`src/hdl/gptu_map.vh`:
```
// Constants for the general purpose timer unit.
`ifndef GPTU_MAP_VH
`define GPTU_MAP_VH
`define GPTU_TMR_W          16
`define GPTU_MODE_W         2
`define GPTU_MODE_TIMER     2'h0
`define GPTU_MODE_GATED     2'h1
`define GPTU_MODE_COUNTER   2'h2
`define GPTU_MODE_INCR      2'h3
`define GPTU_M1_PRE_SHIFT   3
`define GPTU_M2_PRE_SHIFT   2
`define GPTU_PRE_W          10
`define GPTU_TMR_RESET      16'h0000
`define GPTU_EDGE_RISE      0
`define GPTU_EDGE_FALL      1
`endif

```
`src/hdl/gptu_prescaler.v`:
```
// Free running CPU clock prescaler that emits one tick per selected divisor.
`timescale 1ns/1ns
`default_nettype none
`include "gptu_map.vh"
module gptu_prescaler #(
    parameter BASE_SHIFT = `GPTU_M1_PRE_SHIFT
) (
    // Clock and reset.
    input  wire       i_mclk,
    input  wire       i_srst,
    // Divisor select.
    input  wire [2:0] i_sel,
    // Tick output.
    output reg        o_tick
);
    reg  [`GPTU_PRE_W-1:0] cnt;
    wire [`GPTU_PRE_W-1:0] limit;

    // Divisor is two to the power of base shift plus select.
    assign limit = (10'h001 << (BASE_SHIFT + i_sel)) - 10'h001;

    always @(posedge i_mclk) begin
        if (i_srst) begin
            cnt    <= 10'h000;
            o_tick <= 1'b0;
        end else if (cnt >= limit) begin
            cnt    <= 10'h000;
            o_tick <= 1'b1;
        end else begin
            cnt    <= cnt + 10'h001;
            o_tick <= 1'b0;
        end
    end
endmodule
`default_nettype wire

```
`src/hdl/gptu_timer.v`:
```
// One 16-bit up/down timer with mode selection, load and wrap flagging.
`timescale 1ns/1ns
`default_nettype none
`include "gptu_map.vh"
module gptu_timer #(
    parameter W = `GPTU_TMR_W
) (
    // Clock and reset.
    input  wire         i_mclk,
    input  wire         i_srst,
    // Configuration.
    input  wire         i_run,
    input  wire [1:0]   i_mode,
    input  wire         i_dir_down,
    input  wire         i_dir_ext_en,
    // Count sources.
    input  wire         i_pre_tick,
    input  wire         i_ext_evt,
    input  wire         i_gate,
    input  wire         i_dir_pin,
    input  wire         i_quad_evt,
    input  wire         i_quad_down,
    // Load and clear.
    input  wire         i_load,
    input  wire [W-1:0] i_load_val,
    input  wire         i_clear,
    // State.
    output reg  [W-1:0] o_value,
    output reg          o_wrap
);
    reg  step;
    reg  down;
    wire all_ones = &o_value;
    wire all_zero = ~|o_value;

    always @* begin
        down = i_dir_down ^ (i_dir_ext_en & i_dir_pin);
        case (i_mode)
            `GPTU_MODE_TIMER:   step = i_pre_tick;
            `GPTU_MODE_GATED:   step = i_pre_tick & i_gate;
            `GPTU_MODE_COUNTER: step = i_ext_evt;
            `GPTU_MODE_INCR: begin
                step = i_quad_evt;
                down = i_quad_down;
            end
            default:            step = 1'b0;
        endcase
        step = step & i_run;
    end

    always @(posedge i_mclk) begin
        if (i_srst) begin
            o_value <= `GPTU_TMR_RESET;
            o_wrap  <= 1'b0;
        end else begin
            o_wrap <= step & (down ? all_zero : all_ones);
            if (i_load)
                o_value <= i_load_val;
            else if (i_clear)
                o_value <= {W{1'b0}};
            else if (step)
                o_value <= down ? o_value - 1'b1 : o_value + 1'b1;
        end
    end
endmodule
`default_nettype wire

```
`src/hdl/gptu_top.v`:
```
// Top of the general purpose timer unit with both timer modules.
`timescale 1ns/1ns
`default_nettype none
`include "gptu_map.vh"
module gptu_top (
    // Clock and reset.
    input  wire        i_mclk,
    input  wire        i_srst,
    // First module pins.
    input  wire        i_core1_input_pin,
    input  wire        i_core1_direction_pin,
    input  wire        i_aux_low_input_pin,
    input  wire        i_aux_low_direction_pin,
    input  wire        i_aux_high_input_pin,
    input  wire        i_aux_high_direction_pin,
    // Second module pins.
    input  wire        i_core2_input_pin,
    input  wire        i_core2_direction_pin,
    input  wire        i_aux2_input_pin,
    input  wire        i_aux2_direction_pin,
    input  wire        i_capture_trigger_pin,
    // First module configuration, three timers packed low to high as aux low, core, aux high.
    input  wire [2:0]  i_m1_run,
    input  wire [5:0]  i_m1_mode,
    input  wire [8:0]  i_m1_prescale_select,
    input  wire [2:0]  i_m1_dir_down,
    input  wire [2:0]  i_m1_dir_ext_en,
    input  wire [1:0]  i_aux_chain_latch,
    input  wire [1:0]  i_aux_capture_en,
    input  wire [1:0]  i_aux_reload_en,
    input  wire [1:0]  i_aux_reload_pin_en,
    input  wire [1:0]  i_aux_reload_latch_rise,
    input  wire [1:0]  i_aux_reload_latch_fall,
    input  wire [1:0]  i_aux_trig_edge_sel,
    // Second module configuration, packed as aux, core.
    input  wire [1:0]  i_m2_run,
    input  wire [3:0]  i_m2_mode,
    input  wire [5:0]  i_m2_prescale_select,
    input  wire [1:0]  i_m2_dir_down,
    input  wire [1:0]  i_m2_dir_ext_en,
    input  wire        i_aux2_chain_latch,
    input  wire        i_core2_reload_en,
    input  wire [1:0]  i_capture_edge_sel,
    input  wire [1:0]  i_capture_source_sel,
    input  wire        i_capture_clear_en,
    input  wire        i_irq_clear,
    // Timer values.
    output reg  [15:0] o_module1_aux_timer_low,
    output reg  [15:0] o_module1_core_timer,
    output reg  [15:0] o_module1_aux_timer_high,
    output reg  [15:0] o_module2_aux_timer,
    output reg  [15:0] o_module2_core_timer,
    output reg  [15:0] o_module2_capture_reload_reg,
    // Toggle latches and outputs.
    output reg         o_core1_toggle_latch,
    output reg         o_core2_toggle_latch,
    output reg         o_core2_wrap_clock,
    // Request flags: aux low, core1, aux high, aux2, core2, capture.
    output reg  [5:0]  o_irq_flags
);
    ////////////////////////////////////////////////////////////////////////////
    // Edge detection helpers.

    function edge_hit;
        input       now;
        input       prev;
        input [1:0] sel;
        begin
            edge_hit = (sel[`GPTU_EDGE_RISE] & now & ~prev) |
                       (sel[`GPTU_EDGE_FALL] & ~now & prev);
        end
    endfunction

    reg  [10:0] pin_prev;
    wire [10:0] pin_now = {i_capture_trigger_pin, i_aux2_direction_pin, i_aux2_input_pin,
                           i_core2_direction_pin, i_core2_input_pin,
                           i_aux_high_direction_pin, i_aux_high_input_pin,
                           i_aux_low_direction_pin, i_aux_low_input_pin,
                           i_core1_direction_pin, i_core1_input_pin};
    reg         t3l_prev;
    reg         t6l_prev;

    always @(posedge i_mclk) begin
        if (i_srst) begin
            pin_prev <= 11'h000;
            t3l_prev <= 1'b0;
            t6l_prev <= 1'b0;
        end else begin
            pin_prev <= pin_now;
            t3l_prev <= o_core1_toggle_latch;
            t6l_prev <= o_core2_toggle_latch;
        end
    end

    // Quadrature decode for a timer whose A is its input pin and B its direction pin.
    function [1:0] quad;
        input a;
        input b;
        input pa;
        input pb;
        begin
            quad[0] = (a ^ pa) | (b ^ pb);
            quad[1] = (a ^ pa) ? (a == b) : (a != b);
        end
    endfunction

    ////////////////////////////////////////////////////////////////////////////
    // First module.

    wire [2:0]  m1_tick;
    wire [47:0] m1_val;
    wire [2:0]  m1_wrap;
    wire [1:0]  m1_q0 = quad(i_aux_low_input_pin, i_aux_low_direction_pin, pin_prev[2], pin_prev[3]);
    wire [1:0]  m1_q1 = quad(i_core1_input_pin, i_core1_direction_pin, pin_prev[0], pin_prev[1]);
    wire [1:0]  m1_q2 = quad(i_aux_high_input_pin, i_aux_high_direction_pin, pin_prev[4], pin_prev[5]);
    wire [2:0]  q_evt  = {m1_q2[0], m1_q1[0], m1_q0[0]};
    wire [2:0]  q_down = {m1_q2[1], m1_q1[1], m1_q0[1]};
    wire [2:0]  m1_in  = {i_aux_high_input_pin, i_core1_input_pin, i_aux_low_input_pin};
    wire [2:0]  m1_dp  = {i_aux_high_direction_pin, i_core1_direction_pin, i_aux_low_direction_pin};
    wire [2:0]  m1_inp = {pin_prev[4], pin_prev[0], pin_prev[2]};
    wire        t3l_edge = o_core1_toggle_latch ^ t3l_prev;
    wire [1:0]  aux_pin_trig;
    wire [1:0]  aux_latch_trig;
    wire [1:0]  aux_capture;
    wire [1:0]  aux_reload;
    wire [2:0]  m1_ext;
    wire [2:0]  m1_run;
    wire        core1_load;
    wire [15:0] core1_load_val;

    genvar g;
    generate
        for (g = 0; g < 2; g = g + 1) begin : g_aux
            localparam integer IDX = 2 * g;
            assign aux_pin_trig[g] = edge_hit(m1_in[IDX], m1_inp[IDX], i_aux_trig_edge_sel);
            assign aux_latch_trig[g] = (i_aux_reload_latch_rise[g] & o_core1_toggle_latch & ~t3l_prev) |
                                       (i_aux_reload_latch_fall[g] & ~o_core1_toggle_latch & t3l_prev);
            assign aux_capture[g] = i_aux_capture_en[g] & aux_pin_trig[g];
            assign aux_reload[g]  = i_aux_reload_en[g] &
                                    ((i_aux_reload_pin_en[g] & aux_pin_trig[g]) | aux_latch_trig[g]);
        end
        for (g = 0; g < 3; g = g + 1) begin : g_m1
            // Auxiliary timers may count on core latch edges instead of their pin.
            if (g == 1) begin : g_core
                assign m1_ext[g] = edge_hit(m1_in[g], m1_inp[g], 2'h1);
                assign m1_run[g] = i_m1_run[g];
            end else begin : g_side
                assign m1_ext[g] = i_aux_chain_latch[g/2] ? t3l_edge
                                                          : edge_hit(m1_in[g], m1_inp[g], 2'h1);
                assign m1_run[g] = i_m1_run[g] & ~i_aux_capture_en[g/2] & ~i_aux_reload_en[g/2];
            end
            gptu_prescaler #(
                .BASE_SHIFT(`GPTU_M1_PRE_SHIFT)
            ) u_pre (
                .i_mclk (i_mclk),
                .i_srst (i_srst),
                .i_sel  (i_m1_prescale_select[3*g +: 3]),
                .o_tick (m1_tick[g])
            );
            gptu_timer u_tmr (
                .i_mclk       (i_mclk),
                .i_srst       (i_srst),
                .i_run        (m1_run[g]),
                .i_mode       (i_m1_mode[2*g +: 2]),
                .i_dir_down   (i_m1_dir_down[g]),
                .i_dir_ext_en (i_m1_dir_ext_en[g]),
                .i_pre_tick   (m1_tick[g]),
                .i_ext_evt    (m1_ext[g]),
                .i_gate       (m1_in[g]),
                .i_dir_pin    (m1_dp[g]),
                .i_quad_evt   (q_evt[g]),
                .i_quad_down  (q_down[g]),
                .i_load       ((g == 1) ? core1_load : aux_capture[g/2]),
                .i_load_val   ((g == 1) ? core1_load_val : m1_val[31:16]),
                .i_clear      (1'b0),
                .o_value      (m1_val[16*g +: 16]),
                .o_wrap       (m1_wrap[g])
            );
        end
    endgenerate

    // Low auxiliary timer takes priority if both reload at once.
    assign core1_load     = |aux_reload;
    assign core1_load_val = aux_reload[0] ? m1_val[15:0] : m1_val[47:32];

    ////////////////////////////////////////////////////////////////////////////
    // Second module.

    wire [1:0]  m2_tick;
    wire [31:0] m2_val;
    wire [1:0]  m2_wrap;
    wire [1:0]  m2_in  = {i_core2_input_pin, i_aux2_input_pin};
    wire [1:0]  m2_inp = {pin_prev[6], pin_prev[8]};
    wire [1:0]  m2_dp  = {i_core2_direction_pin, i_aux2_direction_pin};
    wire [1:0]  m2_ext;
    wire        t6l_edge = o_core2_toggle_latch ^ t6l_prev;
    wire        cap_src_pin = edge_hit(i_capture_trigger_pin, pin_prev[10], i_capture_edge_sel);
    wire        cap_src_t3  = (i_capture_source_sel[0] & (i_core1_input_pin ^ pin_prev[0])) |
                              (i_capture_source_sel[1] & (i_core1_direction_pin ^ pin_prev[1]));
    wire        capture2   = (|i_capture_source_sel) ? cap_src_t3 : cap_src_pin;
    wire        core2_load = i_core2_reload_en & m2_wrap[1];

    assign m2_ext[0] = i_aux2_chain_latch ? t6l_edge : edge_hit(m2_in[0], m2_inp[0], 2'h1);
    assign m2_ext[1] = edge_hit(m2_in[1], m2_inp[1], 2'h1);

    generate
        for (g = 0; g < 2; g = g + 1) begin : g_m2
            gptu_prescaler #(
                .BASE_SHIFT(`GPTU_M2_PRE_SHIFT)
            ) u_pre (
                .i_mclk (i_mclk),
                .i_srst (i_srst),
                .i_sel  (i_m2_prescale_select[3*g +: 3]),
                .o_tick (m2_tick[g])
            );
            gptu_timer u_tmr (
                .i_mclk       (i_mclk),
                .i_srst       (i_srst),
                .i_run        (i_m2_run[g]),
                .i_mode       ({i_m2_mode[2*g+1], i_m2_mode[2*g] & ~i_m2_mode[2*g+1]}),
                .i_dir_down   (i_m2_dir_down[g]),
                .i_dir_ext_en (i_m2_dir_ext_en[g]),
                .i_pre_tick   (m2_tick[g]),
                .i_ext_evt    (m2_ext[g]),
                .i_gate       (m2_in[g]),
                .i_dir_pin    (m2_dp[g]),
                .i_quad_evt   (1'b0),
                .i_quad_down  (1'b0),
                .i_load       ((g == 1) ? core2_load : 1'b0),
                .i_load_val   (o_module2_capture_reload_reg),
                .i_clear      ((g == 0) ? (capture2 & i_capture_clear_en) : 1'b0),
                .o_value      (m2_val[16*g +: 16]),
                .o_wrap       (m2_wrap[g])
            );
        end
    endgenerate

    ////////////////////////////////////////////////////////////////////////////
    // Output registers, toggle latches and request flags.

    wire [5:0] irq_set = {capture2, m2_wrap[1], m2_wrap[0], m1_wrap[2], m1_wrap[1], m1_wrap[0]};

    always @(posedge i_mclk) begin
        if (i_srst) begin
            o_module1_aux_timer_low      <= 16'h0000;
            o_module1_core_timer         <= 16'h0000;
            o_module1_aux_timer_high     <= 16'h0000;
            o_module2_aux_timer          <= 16'h0000;
            o_module2_core_timer         <= 16'h0000;
            o_module2_capture_reload_reg <= 16'h0000;
            o_core1_toggle_latch         <= 1'b0;
            o_core2_toggle_latch         <= 1'b0;
            o_core2_wrap_clock           <= 1'b0;
            o_irq_flags                  <= 6'h00;
        end else begin
            o_module1_aux_timer_low  <= m1_val[15:0];
            o_module1_core_timer     <= m1_val[31:16];
            o_module1_aux_timer_high <= m1_val[47:32];
            o_module2_aux_timer      <= m2_val[15:0];
            o_module2_core_timer     <= m2_val[31:16];
            if (capture2)
                o_module2_capture_reload_reg <= m2_val[15:0];
            if (m1_wrap[1])
                o_core1_toggle_latch <= ~o_core1_toggle_latch;
            if (m2_wrap[1])
                o_core2_toggle_latch <= ~o_core2_toggle_latch;
            o_core2_wrap_clock <= m2_wrap[1];
            // A set in the same cycle as the clear wins.
            o_irq_flags <= (o_irq_flags & ~{6{i_irq_clear}}) | irq_set;
        end
    end
endmodule
`default_nettype wire
```
`config.mk`:
```
export PLATFORM = sky130hd
export DESIGN_NAME = gptu_top
export DESIGN_NICKNAME = d
export VERILOG_FILES = /design/src/hdl/gptu_prescaler.v /design/src/hdl/gptu_timer.v /design/src/hdl/gptu_top.v
export VERILOG_INCLUDE_DIRS = /design/src /design/src/hdl
export SDC_FILE = /design/constraint.sdc
export NUM_CORES = 1
export LEC_CHECK = 0
export BUFFER_PORTS_ARGS = -buffer_cell sky130_fd_sc_hd__buf_2
export CAP_MARGIN = 20
export CORE_AREA = 2 2 180 182
export CTS_BUF_LIST = sky130_fd_sc_hd__clkbuf_4
export DETAILED_ROUTE_END_ITERATION = 10
export DIE_AREA = 0 0 182 184
export PLACE_DENSITY = 0.66
export SLEW_MARGIN = 40
export SYNTH_ARGS = -nofsm -noshare
export SYNTH_HDL_FRONTEND = slang
export SYNTH_SLANG_ARGS = --single-unit
```
`constraint.sdc`:
```
create_clock -name i_mclk -period 8.5 [get_ports i_mclk]
set_input_delay 0.85 -clock i_mclk [delete_from_list [all_inputs] [get_ports i_mclk]]
set_output_delay 0.85 -clock i_mclk [all_outputs]
set_load 0.1 [all_outputs]
```
# Word-level counts from Yosys, hierarchy flattened

Index checks and enable logic that the tools add are counted.

Register bits after elaboration: 258
Input bits: 75
Output and inout bits: 105
Logic and storage cells: 268

Add/subtract/negate cells: 25
Order comparisons: 5
Equal/unequal tests: 21
Shifts and indexed selects: 5
Multiplexer cells: 41
Bitwise logic cells: 106
Reductions and logical operators: 32

Operator list:

| cell                                                                  | number |
|---|---|
| 16-bit two-way mux                                                    | 14 |
| 1-bit by 32-bit << shifter with 10-bit output, first input constant   | 5 |
| 16-bit by 1-bit adder with 16-bit output, second input constant       | 5 |
| 16-bit AND reduction                                                  | 5 |
| 16-bit OR reduction                                                   | 5 |
| 16-bit by 1-bit subtractor with 16-bit output, second input constant  | 5 |
| 1-bit AND                                                             | 61 |
| 10-bit by 1-bit adder with 10-bit output, second input constant       | 5 |
| 10-bit greater-or-equal comparator                                    | 5 |
| 10-bit by 1-bit subtractor with 10-bit output, second input constant  | 5 |
| 1-bit two-way mux                                                     | 22 |
| 2-bit by 3-bit adder with 4-bit output, first input constant          | 5 |
| 2-bit equality test, second input constant                            | 10 |
| 1-bit case mux with 4 select lines                                    | 5 |
| 1-bit inverter                                                        | 18 |
| 2-bit OR reduction                                                    | 8 |
| 1-bit XOR                                                             | 13 |
| 1-bit bitwise OR                                                      | 11 |
| 2-bit by 1-bit equality test with 1-bit output, second input constant | 5 |
| 2-bit zero test                                                       | 5 |
| 2-bit nonzero test                                                    | 4 |
| 6-bit AND                                                             | 1 |
| 6-bit inverter                                                        | 1 |
| 6-bit bitwise OR                                                      | 1 |
| other kinds (3)                                                       | 11 |

# Logic depth before layout (Yosys ltp)

Gate-level depths: netlist of the first run.

Word-level depth: 9
Depth in mapped cells: 15
Mapped depth without buffers: 15

# Modules after synthesis

From an unflattened synthesis of the first run, not the netlist that was laid out.

Cell total of the unflattened synthesis: 1767
Area total of the unflattened synthesis: 15936.5 um2

Modules (own cells, without submodules):

| module                             | times used | cells each | area each (um2) |
|---|---|---|---|
| gptu_timer (g_m1[1].u_tmr ...)     | 3          | 200        | 1635.3 |
| gptu_top                           | 1          | 346        | 3946.3 |
| gptu_prescaler (g_m1[0].u_pre ...) | 3          | 76         | 685.7 |
| gptu_prescaler (g_m2[0].u_pre ...) | 2          | 98         | 897.1 |
| gptu_timer (g_m1[0].u_tmr)         | 1          | 203        | 1676.6 |
| gptu_timer (g_m2[1].u_tmr)         | 1          | 194        | 1556.5 |

# Worst setup path after synthesis of the first run

No wires, ideal clock.

Path type: input to register
Start: input port i_aux_low_input_pin
End: register g_m1[0].u_tmr.o_value[12]
Setup time: 0.128 ns
Arrival: 4.790 ns
Data required time: 8.372 ns
Slack: 3.583 ns
Cell stages on the path: 13
Cell sequence: ha_1 -> xor2_1 -> nor2_1 -> a31o_2 -> a221oi_1 -> ha_1 -> and3_1 -> a221oi_1 -> o21ai_0 -> a31o_2 -> xor2_1 -> a222oi_1 -> nor2_1

Word-level cells in the longest chain between the ends: 6
Elaborated cells between the ends (all ways): 22

RTL lines:

| element                                                         | line                            | RTL |
|---|---|---|
| start: declaration                                              | gptu_top.v:12                   | `input wire i_aux_low_input_pin,` |
| 1-bit != test (tied with other cells)                           | gptu_top.v:103                  | `quad[1] = (a ^ pa) ? (a == b) : (a != b);` |
| 1-bit two-way mux / 1-bit AND (equally long branches)           | gptu_top.v:103, gptu_top.v:70   |  |
| 1-bit two-way mux / 1-bit AND (equally long branches)           | gptu_timer.v:38, gptu_top.v:70  |  |
| 16-bit two-way mux / 1-bit bitwise OR (equally long branches)   | gptu_timer.v:62, gptu_top.v:69  |  |
| 16-bit two-way mux / 1-bit AND (equally long branches)          | gptu_timer.v:61, gptu_top.v:138 |  |
| 16-bit two-way mux / 2-bit nonzero test (equally long branches) | n/a                             |  |
| end signal: assignment                                          | gptu_timer.v:58                 | `o_value <= i_load_val;` |
| end signal: assignment                                          | gptu_timer.v:60                 | `o_value <= {W{1'b0}};` |
| end signal: assignment                                          | gptu_timer.v:62                 | `o_value <= down ? o_value - 1'b1 : o_value + 1'b1;` |
| end: declaration                                                | gptu_timer.v:28                 | `output reg [W-1:0] o_value,` |

Parallel ways exist; a longest one is shown, timed or not. The select of a mux whose other input is x is not followed.
A chain may end at the register's enable or synchronous reset.

# Worst setup path after layout of the first run

Start: register pin_prev[2]
End: register g_m1[0].u_tmr.o_value[14]

Word-level cells in the longest chain between the ends: 6
Elaborated cells between the ends (all ways): 17

RTL lines:

| element                                                                         | line                                          | RTL |
|---|---|---|
| start: declaration                                                              | gptu_top.v:74                                 | `reg [10:0] pin_prev;` |
| start signal: assignment                                                        | gptu_top.v:89                                 | `pin_prev <= pin_now;` |
| 1-bit inverter / 1-bit XOR (equally long branches)                              | gptu_top.v:69, gptu_top.v:102, gptu_top.v:103 |  |
| 1-bit AND / 1-bit two-way mux (equally long branches)                           | gptu_top.v:69, gptu_top.v:103                 |  |
| 1-bit two-way mux, on equally long branches                                     | gptu_top.v:148, gptu_timer.v:38               |  |
| 1-bit case mux with 4 select lines / 16-bit two-way mux (equally long branches) | gptu_timer.v:38, gptu_timer.v:62              |  |
| 1-bit AND / 16-bit two-way mux (equally long branches)                          | gptu_timer.v:48, gptu_timer.v:61              |  |
| 2-bit nonzero test (no line) / 16-bit two-way mux (equally long branches)       | n/a                                           |  |
| end signal: assignment                                                          | gptu_timer.v:53                               | `` o_value <= `GPTU_TMR_RESET; `` |
| end signal: assignment                                                          | gptu_timer.v:58                               |  |
| end signal: assignment                                                          | gptu_timer.v:60                               |  |

Parallel ways exist; a longest one is shown, timed or not. The select of a mux whose other input is x is not followed.

==> impl_metrics.env, run 1 <==
export IMPL_global_route_overflow_total=0
export IMPL_vias_in_the_first_global_route=11800
export IMPL_post_drt_via_cell_ratio=5.495
export IMPL_hpwl_mm=26.90
export IMPL_post_route_util_pct=51.62
export IMPL_detail_route_antenna_nets=0
export IMPL_fp_dieArea_sq_um=33490
export IMPL_timing_final_hold_violations=0
export IMPL_crit_buf_inv=2
export IMPL_finish_instance_area_sq_um=16210
export IMPL_die_height_um=184
export IMPL_slew_limit_headroom_pct=44.19
export IMPL_routedWlPerCell_um=16.05
export IMPL_postcts_resize_cnt=0
export IMPL_largest_register_ff_count=48
export IMPL_count_of_flip_flops_with_a_built_in_enable_after_synthesis=0
export IMPL_synth_warnings=0
export IMPL_leakagePower_nw=7.395
export IMPL_die_w_um=182
export IMPL_routed_via_count=12490
export IMPL_worst_ir_drop_vdd_mv=0.09218
export IMPL_syn2layout_area_growth_pct=15.33
export IMPL_num_fill_cells=3018
export IMPL_synth_lib_cells_used_distinct=74
export IMPL_max_flop_register="g_m1.u_tmr.o_value"
export IMPL_finalSetupTns_ns=0
export IMPL_status="completed"
export IMPL_grt_use_total_pct=21.29
export IMPL_tightest_slew_ns=0.8311
export IMPL_synth_ff_type="dfxtp_1"
export IMPL_max_clock_buf_depth=3
export IMPL_class_of_the_tightest_hold_or_removal_check="in2reg"
export IMPL_placed_cell_area_sq_um=15320
export IMPL_drt_iter0_drc=677
export IMPL_finalWirelength_mm=36.48
export IMPL_largest_net_degree_at_the_start_of_global_routing=71
export IMPL_placement_setup_worst_slack_ns=4.153
export IMPL_boundaryPins=180
export IMPL_synth_seq_cells=256
export IMPL_cap_violations=0
export IMPL_cts_clk_slew_worst_paths_ns=0.07
export IMPL_sequential_share_of_the_synthesized_area_pct=36.47
export IMPL_postSynthCellCount=1610
export IMPL_number_of_sinks_driven_by_the_clock_tree=256
export IMPL_cts_buffers=73
export IMPL_clock_tree_root_buffer_cell="clkbuf_4"
export IMPL_rsz_0062_raised_after_global_routing="no"
export IMPL_timing_worst_setup_path_type="reg2reg"
export IMPL_gp_routability_congestion=0.8588
export IMPL_grt_first_pass_wirelength_mm=58.11
export IMPL_maxClockFrequency_ghz=0.2694
export IMPL_finClkSkew_ns=0.08252
export IMPL_post_cts_setup_buffer_count=0
export IMPL_power_density_nw_per_um2=182.5
export IMPL_required_ns=9.08
export IMPL_setup_ws_ns=4.788
export IMPL_final_max_slew_violation_count=0
export IMPL_floorplan_core_area_sq_um=31390
export IMPL_largestRegisters="g_m1.u_tmr.o_value (48), g_m2.u_tmr.o_value (32), g_m1.u_pre.cnt (30)"
export IMPL_drtPass1Iterations=6
export IMPL_clkLatencyLatePin_ns=0.71
export IMPL_numPortBuffers=179
export IMPL_worst_path_arrival_time_ns=4.29
export IMPL_crit_path_top_delay_cell="dfxtp_1"
export IMPL_final_period_utilization_pct=43.67
export IMPL_cts_tree="yes"
export IMPL_cts_hold_fix_buffers=0
export IMPL_antenna_violations_before_repair=3
export IMPL_critical_path_max_fanout=18
export IMPL_initial_core_utilization_pct=44.76
export IMPL_startpoint_type="flop"
export IMPL_post_synth_instance_area_sq_um=14050
export IMPL_rows=65
export IMPL_cp_delay_by_family_top="compound AO/OA/AOI/OAI gates"
export IMPL_cts_max_level=3
export IMPL_post_layout_total_power_mw=2.957
export IMPL_cp_slowest_stage_delay_ns=0.35
export IMPL_asyncSetResetFlopFracSynth_pct=0
export IMPL_avgSynthCellArea_sq_um=8.727
export IMPL_crit_path_cell_trace="inv_1 > ha_1 > xor2_1 > nor2_1 > a31o_2 > a221oi_2 > buf_4 > ha_1 > and3_1 > a221oi_1 > o21ai_0 > a31o_2 > a21o_1 > a21oi_1 > nand4b_1 > o221ai_1"
export IMPL_layout_cells_most_common="dfxtp_1"
export IMPL_setup_violations=0
export IMPL_detail_route_drc_violations=0
export IMPL_final_period_minus_worst_setup_slack_ns=3.712
export IMPL_drive_above_1_share_pct=17.01
export IMPL_highest_count_cells_in_the_layout_ignoring_fill_and_taps="256 x dfxtp_1, 183 x nor2_1, 178 x buf_2"
export IMPL_nets=2036
export IMPL_critPathCaptureType="flop"
Yosys cell counts, types with 4 or more instances:
library cell,instances,share of area (%)
or3_1,9,0.40
a2111oi_0,5,0.31
o21ai_0,64,2.3
clkbuf_1,40,1.1
o31a_1,5,0.31
o21bai_1,5,0.27
xor2_1,58,3.6
nor4_1,23,1.0
nor2_1,184,4.9
xnor2_1,54,3.4
ha_1,135,12
and2_0,4,0.18
nand2b_1,11,0.49
nand2_1,115,3.1
dfxtp_1,256,36
buf_2,9,0.32
and3_1,17,0.76
o21a_1,17,0.91
and3b_1,5,0.31
nor3b_1,4,0.21
a211oi_1,26,1.4
a22oi_1,26,1.4
nand3b_1,5,0.27
o22ai_1,11,0.49
fa_1,5,0.71
a311oi_1,9,0.56
o211ai_1,14,0.75
mux2i_1,25,1.8
a31oi_1,17,0.76
nor2b_1,97,4.3
inv_1,39,1.0
and2_1,11,0.49
a21oi_1,110,3.9
a21o_1,43,2.3
nand4_1,30,1.3
and4_1,4,0.25
nor3_1,20,0.71
nand3_1,36,1.3
o21ai_1,4,0.14
per-layer routing:
layer	vias to the layer above	routed length, um	GRT usage (%)
met2	367	17420	37.13
met1	5781	15870	25.40
met5	-	13	0
li1	6268	-	-
met4	2	1014	8.613
met3	71	2160	4.735
worst paths after layout:
kind / slack [ns] / cells past startpoint / to / start
max: 4.79 / 16 / g_m1[0].u_tmr.o_value[14] / pin_prev[2]
min: 0.38 / 2 / pin_prev[8] / i_aux2_input_pin
max reg2reg: 4.79 / 16 / g_m1[0].u_tmr.o_value[14] / pin_prev[2]
min reg2reg: 0.47 / 1 / o_module2_core_timer[15] / g_m2[1].u_tmr.o_value[15]
report_power, final:
group | leakage [nW] | internal [mW] | switching [mW]
registers | 2.08 | 1.24 | 0.0578
logic | 4.80 | 0.214 | 0.360
clock network | 0.522 | 0.562 | 0.523
total | 7.39 | 2.02 | 0.941
final cells by class:
cell class | count | area, sq um | share of cell area, %
multi-input cells | 1264 | 8586 | 52.98
inverters | 39 | 146.4 | 0.9033
flip-flops and latches | 256 | 5125 | 31.62
clock buffers | 103 | 773.2 | 4.771
repair buffers | 187 | 962.2 | 5.937
diodes | 2 | 5.005 | 0.03088
well taps | 402 | 503.0 | 3.104
clock inverters | 20 | 105.1 | 0.6486
worst register-to-register path, cell delays in order, from the launching register on:
cell and delay, ns:
dfxtp_1 0.35, inv_1 0.05, ha_1 0.29, xor2_1 0.15, nor2_1 0.07, a31o_2 0.22
a221oi_2 0.26, buf_4 0.29, ha_1 0.34, and3_1 0.24, a221oi_1 0.32, o21ai_0 0.21
a31o_2 0.30, a21o_1 0.17, a21oi_1 0.17, nand4b_1 0.12, o221ai_1 0.11
logic make-up after synthesis:
kind of cell,after synthesis,synth area share [%]
DFF,256,36.47
AOI/OAI and AO/OA,400,18.82
buffers and inverters,92,2.618
xor gates and xnor gates,112,6.981
other,1,0.02669
and+or+nand+nor,584,20.56
adders and majority gates,140,12.73
muxes,25,1.781
stage by stage:
stage,hold slack [ns],instances
finish,0.3815,2273
global route,0.3354,2273
CTS,0.3103,2271
detailed placement,0.4566,2148
global placement,0.4452,2148
floorplan,0.4130,1612
Note: power is estimated with default switching activity, not from simulation.
==> run 2: changes to the inputs <==
--- a/config.mk
+++ b/config.mk
@@ -6,13 +6,14 @@
 export SDC_FILE = /design/constraint.sdc
 export NUM_CORES = 1
 export LEC_CHECK = 0
+export ABC_AREA = 1
 export BUFFER_PORTS_ARGS = -buffer_cell sky130_fd_sc_hd__buf_2
 export CAP_MARGIN = 20
-export CORE_AREA = 2 2 180 182
+export CORE_AREA = 2 2 190 192
 export CTS_BUF_LIST = sky130_fd_sc_hd__clkbuf_4
 export DETAILED_ROUTE_END_ITERATION = 10
-export DIE_AREA = 0 0 182 184
-export PLACE_DENSITY = 0.66
+export DIE_AREA = 0 0 192 194
+export PLACE_DENSITY = 0.68
 export SLEW_MARGIN = 40
 export SYNTH_ARGS = -nofsm -noshare
 export SYNTH_HDL_FRONTEND = slang
==> constraint.sdc (replaced) <==
create_clock -name i_mclk -period 3.4 [get_ports i_mclk]
set_input_delay 0.34 -clock i_mclk [delete_from_list [all_inputs] [get_ports i_mclk]]
set_output_delay 0.34 -clock i_mclk [all_outputs]
set_load 0.1 [all_outputs]
==> run 2 against run 1 <==
Clock-buffer cell count down 6. Sequential share of layout area fell by 3.1 points. Register-to-register slack lost 4.4 ns. Final area is 11% higher. Largest cell class unchanged.
==> impl_metrics.env, run 2 <==
export IMPL_drtPass1Iterations=6
export IMPL_die_height_um=194
export IMPL_critical_path_max_fanout=15
export IMPL_synth_top_cells_by_count="565 x nand2_1, 318 x nor2_1, 317 x inv_1"
export IMPL_critical_path_most_common_cell="nand2_1"
export IMPL_tightest_slew_ns=0.7189
export IMPL_grt_use_total_pct=24.04
export IMPL_final_period_minus_worst_setup_slack_ns=3.026
export IMPL_timing_final_hold_violations=0
export IMPL_routedWlPerCell_um=14.50
export IMPL_hpwl_mm=33.63
export IMPL_cap_violations=0
export IMPL_sequential_share_of_the_synthesized_area_pct=32.78
export IMPL_number_of_sinks_driven_by_the_clock_tree=256
export IMPL_asyncSetResetFlopFracSynth_pct=0
export IMPL_synth_ff_type="dfxtp_1"
export IMPL_avgSynthCellArea_sq_um=6.725
export IMPL_power_switching_share_pct=37.48
export IMPL_worstSetupStartpoint="pin_prev[4]"
export IMPL_final_max_slew_violation_count=0
export IMPL_final_period_utilization_pct=89.01
export IMPL_p_sw_mw=3.077
export IMPL_routed_via_count=15710
export IMPL_antenna_violations_before_repair=2
export IMPL_synth_most_common_cell="nand2_1"
export IMPL_largestRegisters="g_m1.u_tmr.o_value (48), g_m2.u_tmr.o_value (32), g_m1.u_pre.cnt (30)"
export IMPL_largest_net_degree_at_the_start_of_global_routing=65
export IMPL_crit_buf_inv=2
export IMPL_vias_in_the_first_global_route=15030
export IMPL_crit_path_top_delay_cell="ha_1"
export IMPL_syn2layout_area_growth_pct=14.98
export IMPL_count_of_flip_flops_with_a_built_in_enable_after_synthesis=0
export IMPL_cts_clk_slew_worst_paths_ns=0.06
export IMPL_synth_top_area_share_pct=32.78
export IMPL_numPortBuffers=179
export IMPL_layout_cells_most_common="nand2_1"
export IMPL_startpoint_type="flop"
export IMPL_detail_route_drc_violations=0
export IMPL_synth_warnings=0
export IMPL_nets=2779
export IMPL_max_flop_register="g_m1.u_tmr.o_value"
export IMPL_gp_routability_congestion=0.9122
export IMPL_p_comb_share_pct=27.1
export IMPL_internal_power_mw=5.133
export IMPL_hold_path_startpoint="i_capture_source_sel[1]"
export IMPL_largest_cells_by_area_after_synthesis="dfxtp_1 33%, nand2_1 14%, ha_1 11%, nor2_1 7.6%, inv_1 7.6%"
export IMPL_max_clock_buf_depth=3
export IMPL_rsz_0062_raised_after_global_routing="no"
export IMPL_cts_tree="yes"
export IMPL_crit_path_cell_trace="inv_1 > ha_1 > inv_1 > nand2_1 > nand3_1 > nand3_1 > nand2_1 > ha_1 > or2_2 > nand3_1 > nand2_1 > nand2_1 > nand3b_1 > nand2_1 > nor2_1 > nor2_1 > nor2_1"
export IMPL_worst_path_arrival_time_ns=3.64
export IMPL_synth_seq_cells=256
export IMPL_timing_worst_setup_path_type="reg2reg"
export IMPL_cp_slowest_stage_delay_ns=0.50
export IMPL_clock_power_share_pct=32.4
export IMPL_worst_ir_drop_vdd_mv=0.3251
export IMPL_class_of_the_tightest_hold_or_removal_check="in2reg"
export IMPL_global_route_overflow_total=0
export IMPL_finClkSkew_ns=0.02098
export IMPL_drive_above_1_share_pct=12.53
export IMPL_floorplan_core_area_sq_um=35220
export IMPL_grt_first_pass_wirelength_mm=72.80
export IMPL_worst_reg2reg_startpoint="pin_prev[4]"
export IMPL_critPathCaptureType="flop"
export IMPL_cts_buffers=74
export IMPL_drt_iter0_drc=1012
export IMPL_leakagePower_nw=9.132
export IMPL_status="completed"
export IMPL_initial_core_utilization_pct=44.39
export IMPL_fin_worst_hold_slack_ns=0.1205
export IMPL_setup_violations=0
export IMPL_fp_dieArea_sq_um=37250
export IMPL_power_share_of_the_sequential_group_pct=40.6
export IMPL_slew_limit_headroom_pct=52.08
export IMPL_postSynthCellCount=2325
export IMPL_largest_register_ff_count=48
export IMPL_finalWirelength_mm=44.58
export IMPL_power_density_nw_per_um2=456.7
export IMPL_cp_delay_by_family_top="simple AND/OR/NAND/NOR gates"
export IMPL_clkLatencyLatePin_ns=0.76
export IMPL_detail_route_antenna_nets=0
export IMPL_die_w_um=192
export IMPL_post_drt_via_cell_ratio=5.109
export IMPL_post_synth_instance_area_sq_um=15630
export IMPL_highest_count_cells_in_the_layout_ignoring_fill_and_taps="565 x nand2_1, 318 x nor2_1, 315 x inv_1"
export IMPL_required_ns=4.02
export IMPL_clock_tree_root_buffer_cell="clkbuf_4"
export IMPL_synth_lib_cells_used_distinct=44
export IMPL_maxClockFrequency_ghz=0.3304
export IMPL_boundaryPins=180
export IMPL_synth_top_area_cell="dfxtp_1"
export IMPL_rows=69
export IMPL_cts_max_level=3
export IMPL_finalSetupTns_ns=0
-- run 2: cell families (layout without fill, tap and decap cells) --
kind of cell | after synthesis | after routing | share of synthesized area [%]
compound gates | 300 | 300 | 10.15
xor+xnor | 66 | 66 | 3.697
fa+ha+maj | 140 | 140 | 11.44
buf+inv | 365 | 647 | 9.139
flops | 256 | 256 | 32.78
other cells | 1 | 8 | 0.02398
simple gates | 1197 | 1197 | 32.77
-- run 2: final cells by class --
type / count / area, sq um
diodes: 5 / 12.51
clock buffers: 97 / 728.2
clock inverters: 24 / 101.3
fillers: 3589 / 17250
inverters: 323 / 1219
multi-input cells: 1706 / 9089
flip-flops and latches: 256 / 5125
well taps: 461 / 576.8
repair buffers: 203 / 1126
-- run 2: metrics by stage --
step           util [%]  instance area (sq um)  setup slack (ns)  power (mW)  instances
6_report          51.04                  17980            0.3735       8.210       3075
5_1_grt           51.04                  17980           0.04003       8.736       3075
4_1_cts           50.91                  17930            0.2590       8.274       3068
3_5_place_dp      48.16                  16960            0.1892       5.562       2933
3_3_place_gp      48.16                  16960            0.2239       5.526       2933
2_1_floorplan         -                  15640            0.7460       5.036       2327
-- run 2: timing repair --
item                       in CTS  in global routing
hold buffers                   14                  0
setup endpoints to repair       0                  7
setup buffers                   0                  2
resized for setup               0                  1
hold endpoints to repair       24                  0
-- run 2: worst min-delay path, cell delays in order --
cell and delay, ns:
buf_2 0.08, inv_1 0.04, nand3_1 0.08, nand2_2 0.07, nand2_1 0.10, nand3_1 0.08, inv_1 0.05
-- run 2: worst paths after layout --
| path | slack, ns | to | cells past startpoint |
|---|---|---|---|
| min reg2reg | 0.44 | o_irq_flags[3] | 2 |
| min | 0.12 | g_m2[0].u_tmr.o_value[13] | 7 |
| max | 0.37 | g_m1[2].u_tmr.o_value[11] | 17 |
| max reg2reg | 0.37 | g_m1[2].u_tmr.o_value[11] | 17 |
-- run 2: power by group through the flow --
stage	Clock [mW]	Sequential (mW)	Combinational [mW]
after global routing	2.92	3.34	2.47
after CTS	2.75	3.33	2.19
final	2.66	3.33	2.22
after floorplan	0	3.75	1.29
after detailed placement	0	3.39	2.17
after global placement	0	3.39	2.14
-- run 2: per-layer routing --
metal,vias up,global-route usage [%],wire length [um]
met4,0,10.74,1690
li1,8023,-,-
met1,7091,29.84,19640
met3,126,5.032,2554
met5,-,0,0
met2,471,39.89,20690
==> run 3: changes to the inputs <==
--- a/config.mk
+++ b/config.mk
@@ -6,14 +6,14 @@
 export SDC_FILE = /design/constraint.sdc
 export NUM_CORES = 1
 export LEC_CHECK = 0
-export ABC_AREA = 1
 export BUFFER_PORTS_ARGS = -buffer_cell sky130_fd_sc_hd__buf_2
 export CAP_MARGIN = 20
-export CORE_AREA = 2 2 190 192
+export CORE_AREA = 2 2 180 182
 export CTS_BUF_LIST = sky130_fd_sc_hd__clkbuf_4
 export DETAILED_ROUTE_END_ITERATION = 10
-export DIE_AREA = 0 0 192 194
-export PLACE_DENSITY = 0.68
+export DIE_AREA = 0 0 182 184
+export GPL_TIMING_DRIVEN = 0
+export PLACE_DENSITY = 0.69
 export SLEW_MARGIN = 40
 export SYNTH_ARGS = -nofsm -noshare
 export SYNTH_HDL_FRONTEND = slang
==> constraint.sdc (replaced) <==
create_clock -name i_mclk -period 2.5 [get_ports i_mclk]
set_input_delay 0.25 -clock i_mclk [delete_from_list [all_inputs] [get_ports i_mclk]]
set_output_delay 0.25 -clock i_mclk [all_outputs]
set_load 0.1 [all_outputs]
==> run 3 against run 2 <==
The run now ends with setup timing left. Routed wire length fell by 4.1%. Hold slack got worse by 0.073 ns. Combinational power rose by 14%. Sequential share of layout area rose by 0.11 points. First-iteration DRC count fell by 7.1%. Register-to-register slack got worse by 1.3 ns. Fmax fell by 13%. Sequential cell count did not move.
==> impl_metrics.env, run 3 (synthesis gave the netlist of run 1 again) <==
export IMPL_status="finished, violations left"
export IMPL_violated_checks="setup timing"
export IMPL_post_drt_via_cell_ratio=5.631
export IMPL_cap_violations=0
export IMPL_class_of_the_tightest_hold_or_removal_check="in2reg"
export IMPL_startpoint_type="flop"
export IMPL_nets=2145
export IMPL_critPathCaptureType="flop"
export IMPL_worst_path_arrival_time_ns=3.97
export IMPL_power_share_of_the_sequential_group_pct=41.1
export IMPL_cts_buffers=73
export IMPL_largest_register_ff_count=48
export IMPL_clkLatencyLatePin_ns=0.70
export IMPL_fp_dieArea_sq_um=33490
export IMPL_slew_limit_headroom_pct=43.37
export IMPL_number_of_sinks_driven_by_the_clock_tree=256
export IMPL_detail_route_drc_violations=0
export IMPL_finClkSkew_ns=0.05096
export IMPL_hpwl_mm=30.86
export IMPL_syn2layout_area_growth_pct=28.14
export IMPL_highest_count_cells_in_the_layout_ignoring_fill_and_taps="242 x dfxtp_1, 187 x buf_2, 175 x nor2_1"
export IMPL_timing_final_hold_violations=0
export IMPL_die_height_um=184
export IMPL_global_route_peak_usage_layer="met2"
export IMPL_cts_clk_slew_worst_paths_ns=0.06
export IMPL_worst_ir_drop_vdd_mv=0.4167
export IMPL_largest_net_degree_at_the_start_of_global_routing=15
export IMPL_worst_setup_slack_for_register_to_register_paths_ns=-0.97
export IMPL_global_route_overflow_total=0
export IMPL_antenna_violations_before_repair=5
export IMPL_leakagePower_nw=7.949
export IMPL_p_comb_share_pct=23.5
export IMPL_grt_met1_usage_pct=30.60
export IMPL_grt_use_total_pct=24.95
export IMPL_p_sw_mw=3.458
export IMPL_grt_first_pass_wirelength_mm=66.71
export IMPL_die_w_um=182
export IMPL_floorplan_core_area_sq_um=31390
export IMPL_detail_route_antenna_nets=0
export IMPL_vias_in_the_first_global_route=13090
export IMPL_internal_power_mw=7.303
export IMPL_max_clock_buf_depth=3
export IMPL_routed_via_count=13410
export IMPL_largestRegisters="g_m1.u_tmr.o_value (48), g_m2.u_tmr.o_value (32), g_m1.u_pre.cnt (30)"
export IMPL_met2_usage_pct=41.50
export IMPL_layout_cells_most_common="dfxtp_1"
export IMPL_critical_path_max_fanout=4
export IMPL_timing_worst_setup_path_type="reg2reg"
export IMPL_finalSetupTns_ns=-20.58
export IMPL_boundaryPins=180
export IMPL_initial_core_utilization_pct=44.76
export IMPL_cts_max_level=3
export IMPL_maxClockFrequency_ghz=0.2885
export IMPL_tightest_slew_ns=0.8495
export IMPL_drt_iter0_drc=940
export IMPL_max_flop_register="g_m1.u_tmr.o_value"
export IMPL_final_period_minus_worst_setup_slack_ns=3.467
export IMPL_clock_power_share_pct=35.4
export IMPL_setup_violations=38
export IMPL_gp_routability_congestion=0.9638
export IMPL_finalWirelength_mm=42.77
export IMPL_required_ns=3.00
export IMPL_rows=65
export IMPL_final_max_slew_violation_count=0
export IMPL_power_switching_share_pct=32.13
export IMPL_cts_tree="yes"
export IMPL_power_density_nw_per_um2=597.7
export IMPL_placement_setup_worst_slack_ns=-1.413
export IMPL_clock_tree_root_buffer_cell="clkbuf_4"
export IMPL_setup_ws_ns=-0.9668
export IMPL_drive_above_1_share_pct=25.91
export IMPL_drtPass1Iterations=5
export IMPL_numPortBuffers=178
export IMPL_rsz_0062_raised_after_global_routing="yes"
export IMPL_fin_worst_hold_slack_ns=0.04755
export IMPL_gr_usage_met3_pct=5.804
export IMPL_final_period_utilization_pct=138.7
export IMPL_routedWlPerCell_um=17.96
==> run 3: cell types whose count changed in the layout (fill, tap and decap cells not counted), moves of 25 or more <==
| cell | previous run | this run |
|---|---|---|
| nor2_1 | 318 | 175 |
| nand2_1 | 565 | 110 |
| a21oi_1 | 168 | 93 |
| ha_4 | 0 | 30 |
| buf_4 | 10 | 39 |
| mux2i_1 | 0 | 25 |
| o21ai_0 | 93 | 48 |
| xnor2_1 | 21 | 46 |
| ha_1 | 135 | 104 |
| inv_1 | 315 | 34 |
| a21o_1 | 4 | 43 |
| nor2b_1 | 0 | 92 |
| nand3_1 | 174 | 35 |
| clkbuf_1 | 0 | 37 |
==> run 3: final cells by class <==
type,instances,area [sq um]
flip-flops and latches,256,5152
diodes,3,7.507
repair buffers,243,1499
inverters,39,153.9
clock inverters,21,136.4
well taps,402,503.0
clock buffers,100,750.7
multi-input cells,1264,9577
plain buffers,53,225.2
fillers,2841,13390
==> run 3: timing repair <==
item,4_1_cts,5_1_grt
resized for setup,57,71
endpoints found under the hold margin,24,0
endpoints found under the setup margin,47,58
pin swaps,74,44
setup buffers,31,19
hold buffers,12,0
==> run 3: metrics by stage <==
stage,power (mW),std cells,util (%),area [sq um]
floorplan,6.095,1612,-,14600
global placement,6.594,2192,50.96,16000
detailed placement,6.665,2196,51.11,16040
CTS,10.69,2360,55.91,17550
global route,11.30,2379,57.34,18000
finish,10.76,2381,57.35,18000
==> run 3: layer usage <==
metal  share of wire [%]  vias up
met4                 3.6        4
met2                  47      535
met3                 8.0      110
met5               0.075        -
li1                    -     6470
met1                  42     6288
==> run 3: final timing paths <==
check,startpoint,endpoint,cells after the start
max,pin_prev[4],g_m1[2].u_tmr.o_value[15],17
min reg2reg,g_m2[0].u_tmr.o_wrap,o_irq_flags[3],2
max reg2reg,pin_prev[4],g_m1[2].u_tmr.o_value[15],17
min,i_m2_dir_down[0],g_m2[0].u_tmr.o_wrap,4
==> run 3: worst max-delay path: stages (launching register included) <==
cell       delay, ns
dfxtp_2         0.33
inv_2           0.05
ha_4            0.28
xor2_2          0.15
nor2_2          0.07
a31o_2          0.24
a221oi_4        0.35
buf_6           0.18
buf_12          0.11
ha_4            0.21
a2111oi_4       0.30
o21ai_2         0.11
a41o_1          0.21
nand2_2         0.10
o21ai_4         0.07
o41ai_2         0.28
xnor2_1         0.17
o22ai_1         0.09
==> run 3: power by group through the flow <==
stage,Clock (mW),Combinational [mW],Sequential [mW]
3_5_place_dp,0,2.16,4.50
4_1_cts,3.93,2.35,4.41
3_3_place_gp,0,2.09,4.50
5_1_grt,4.14,2.73,4.43
6_report,3.81,2.52,4.42
2_1_floorplan,0,1.38,4.71
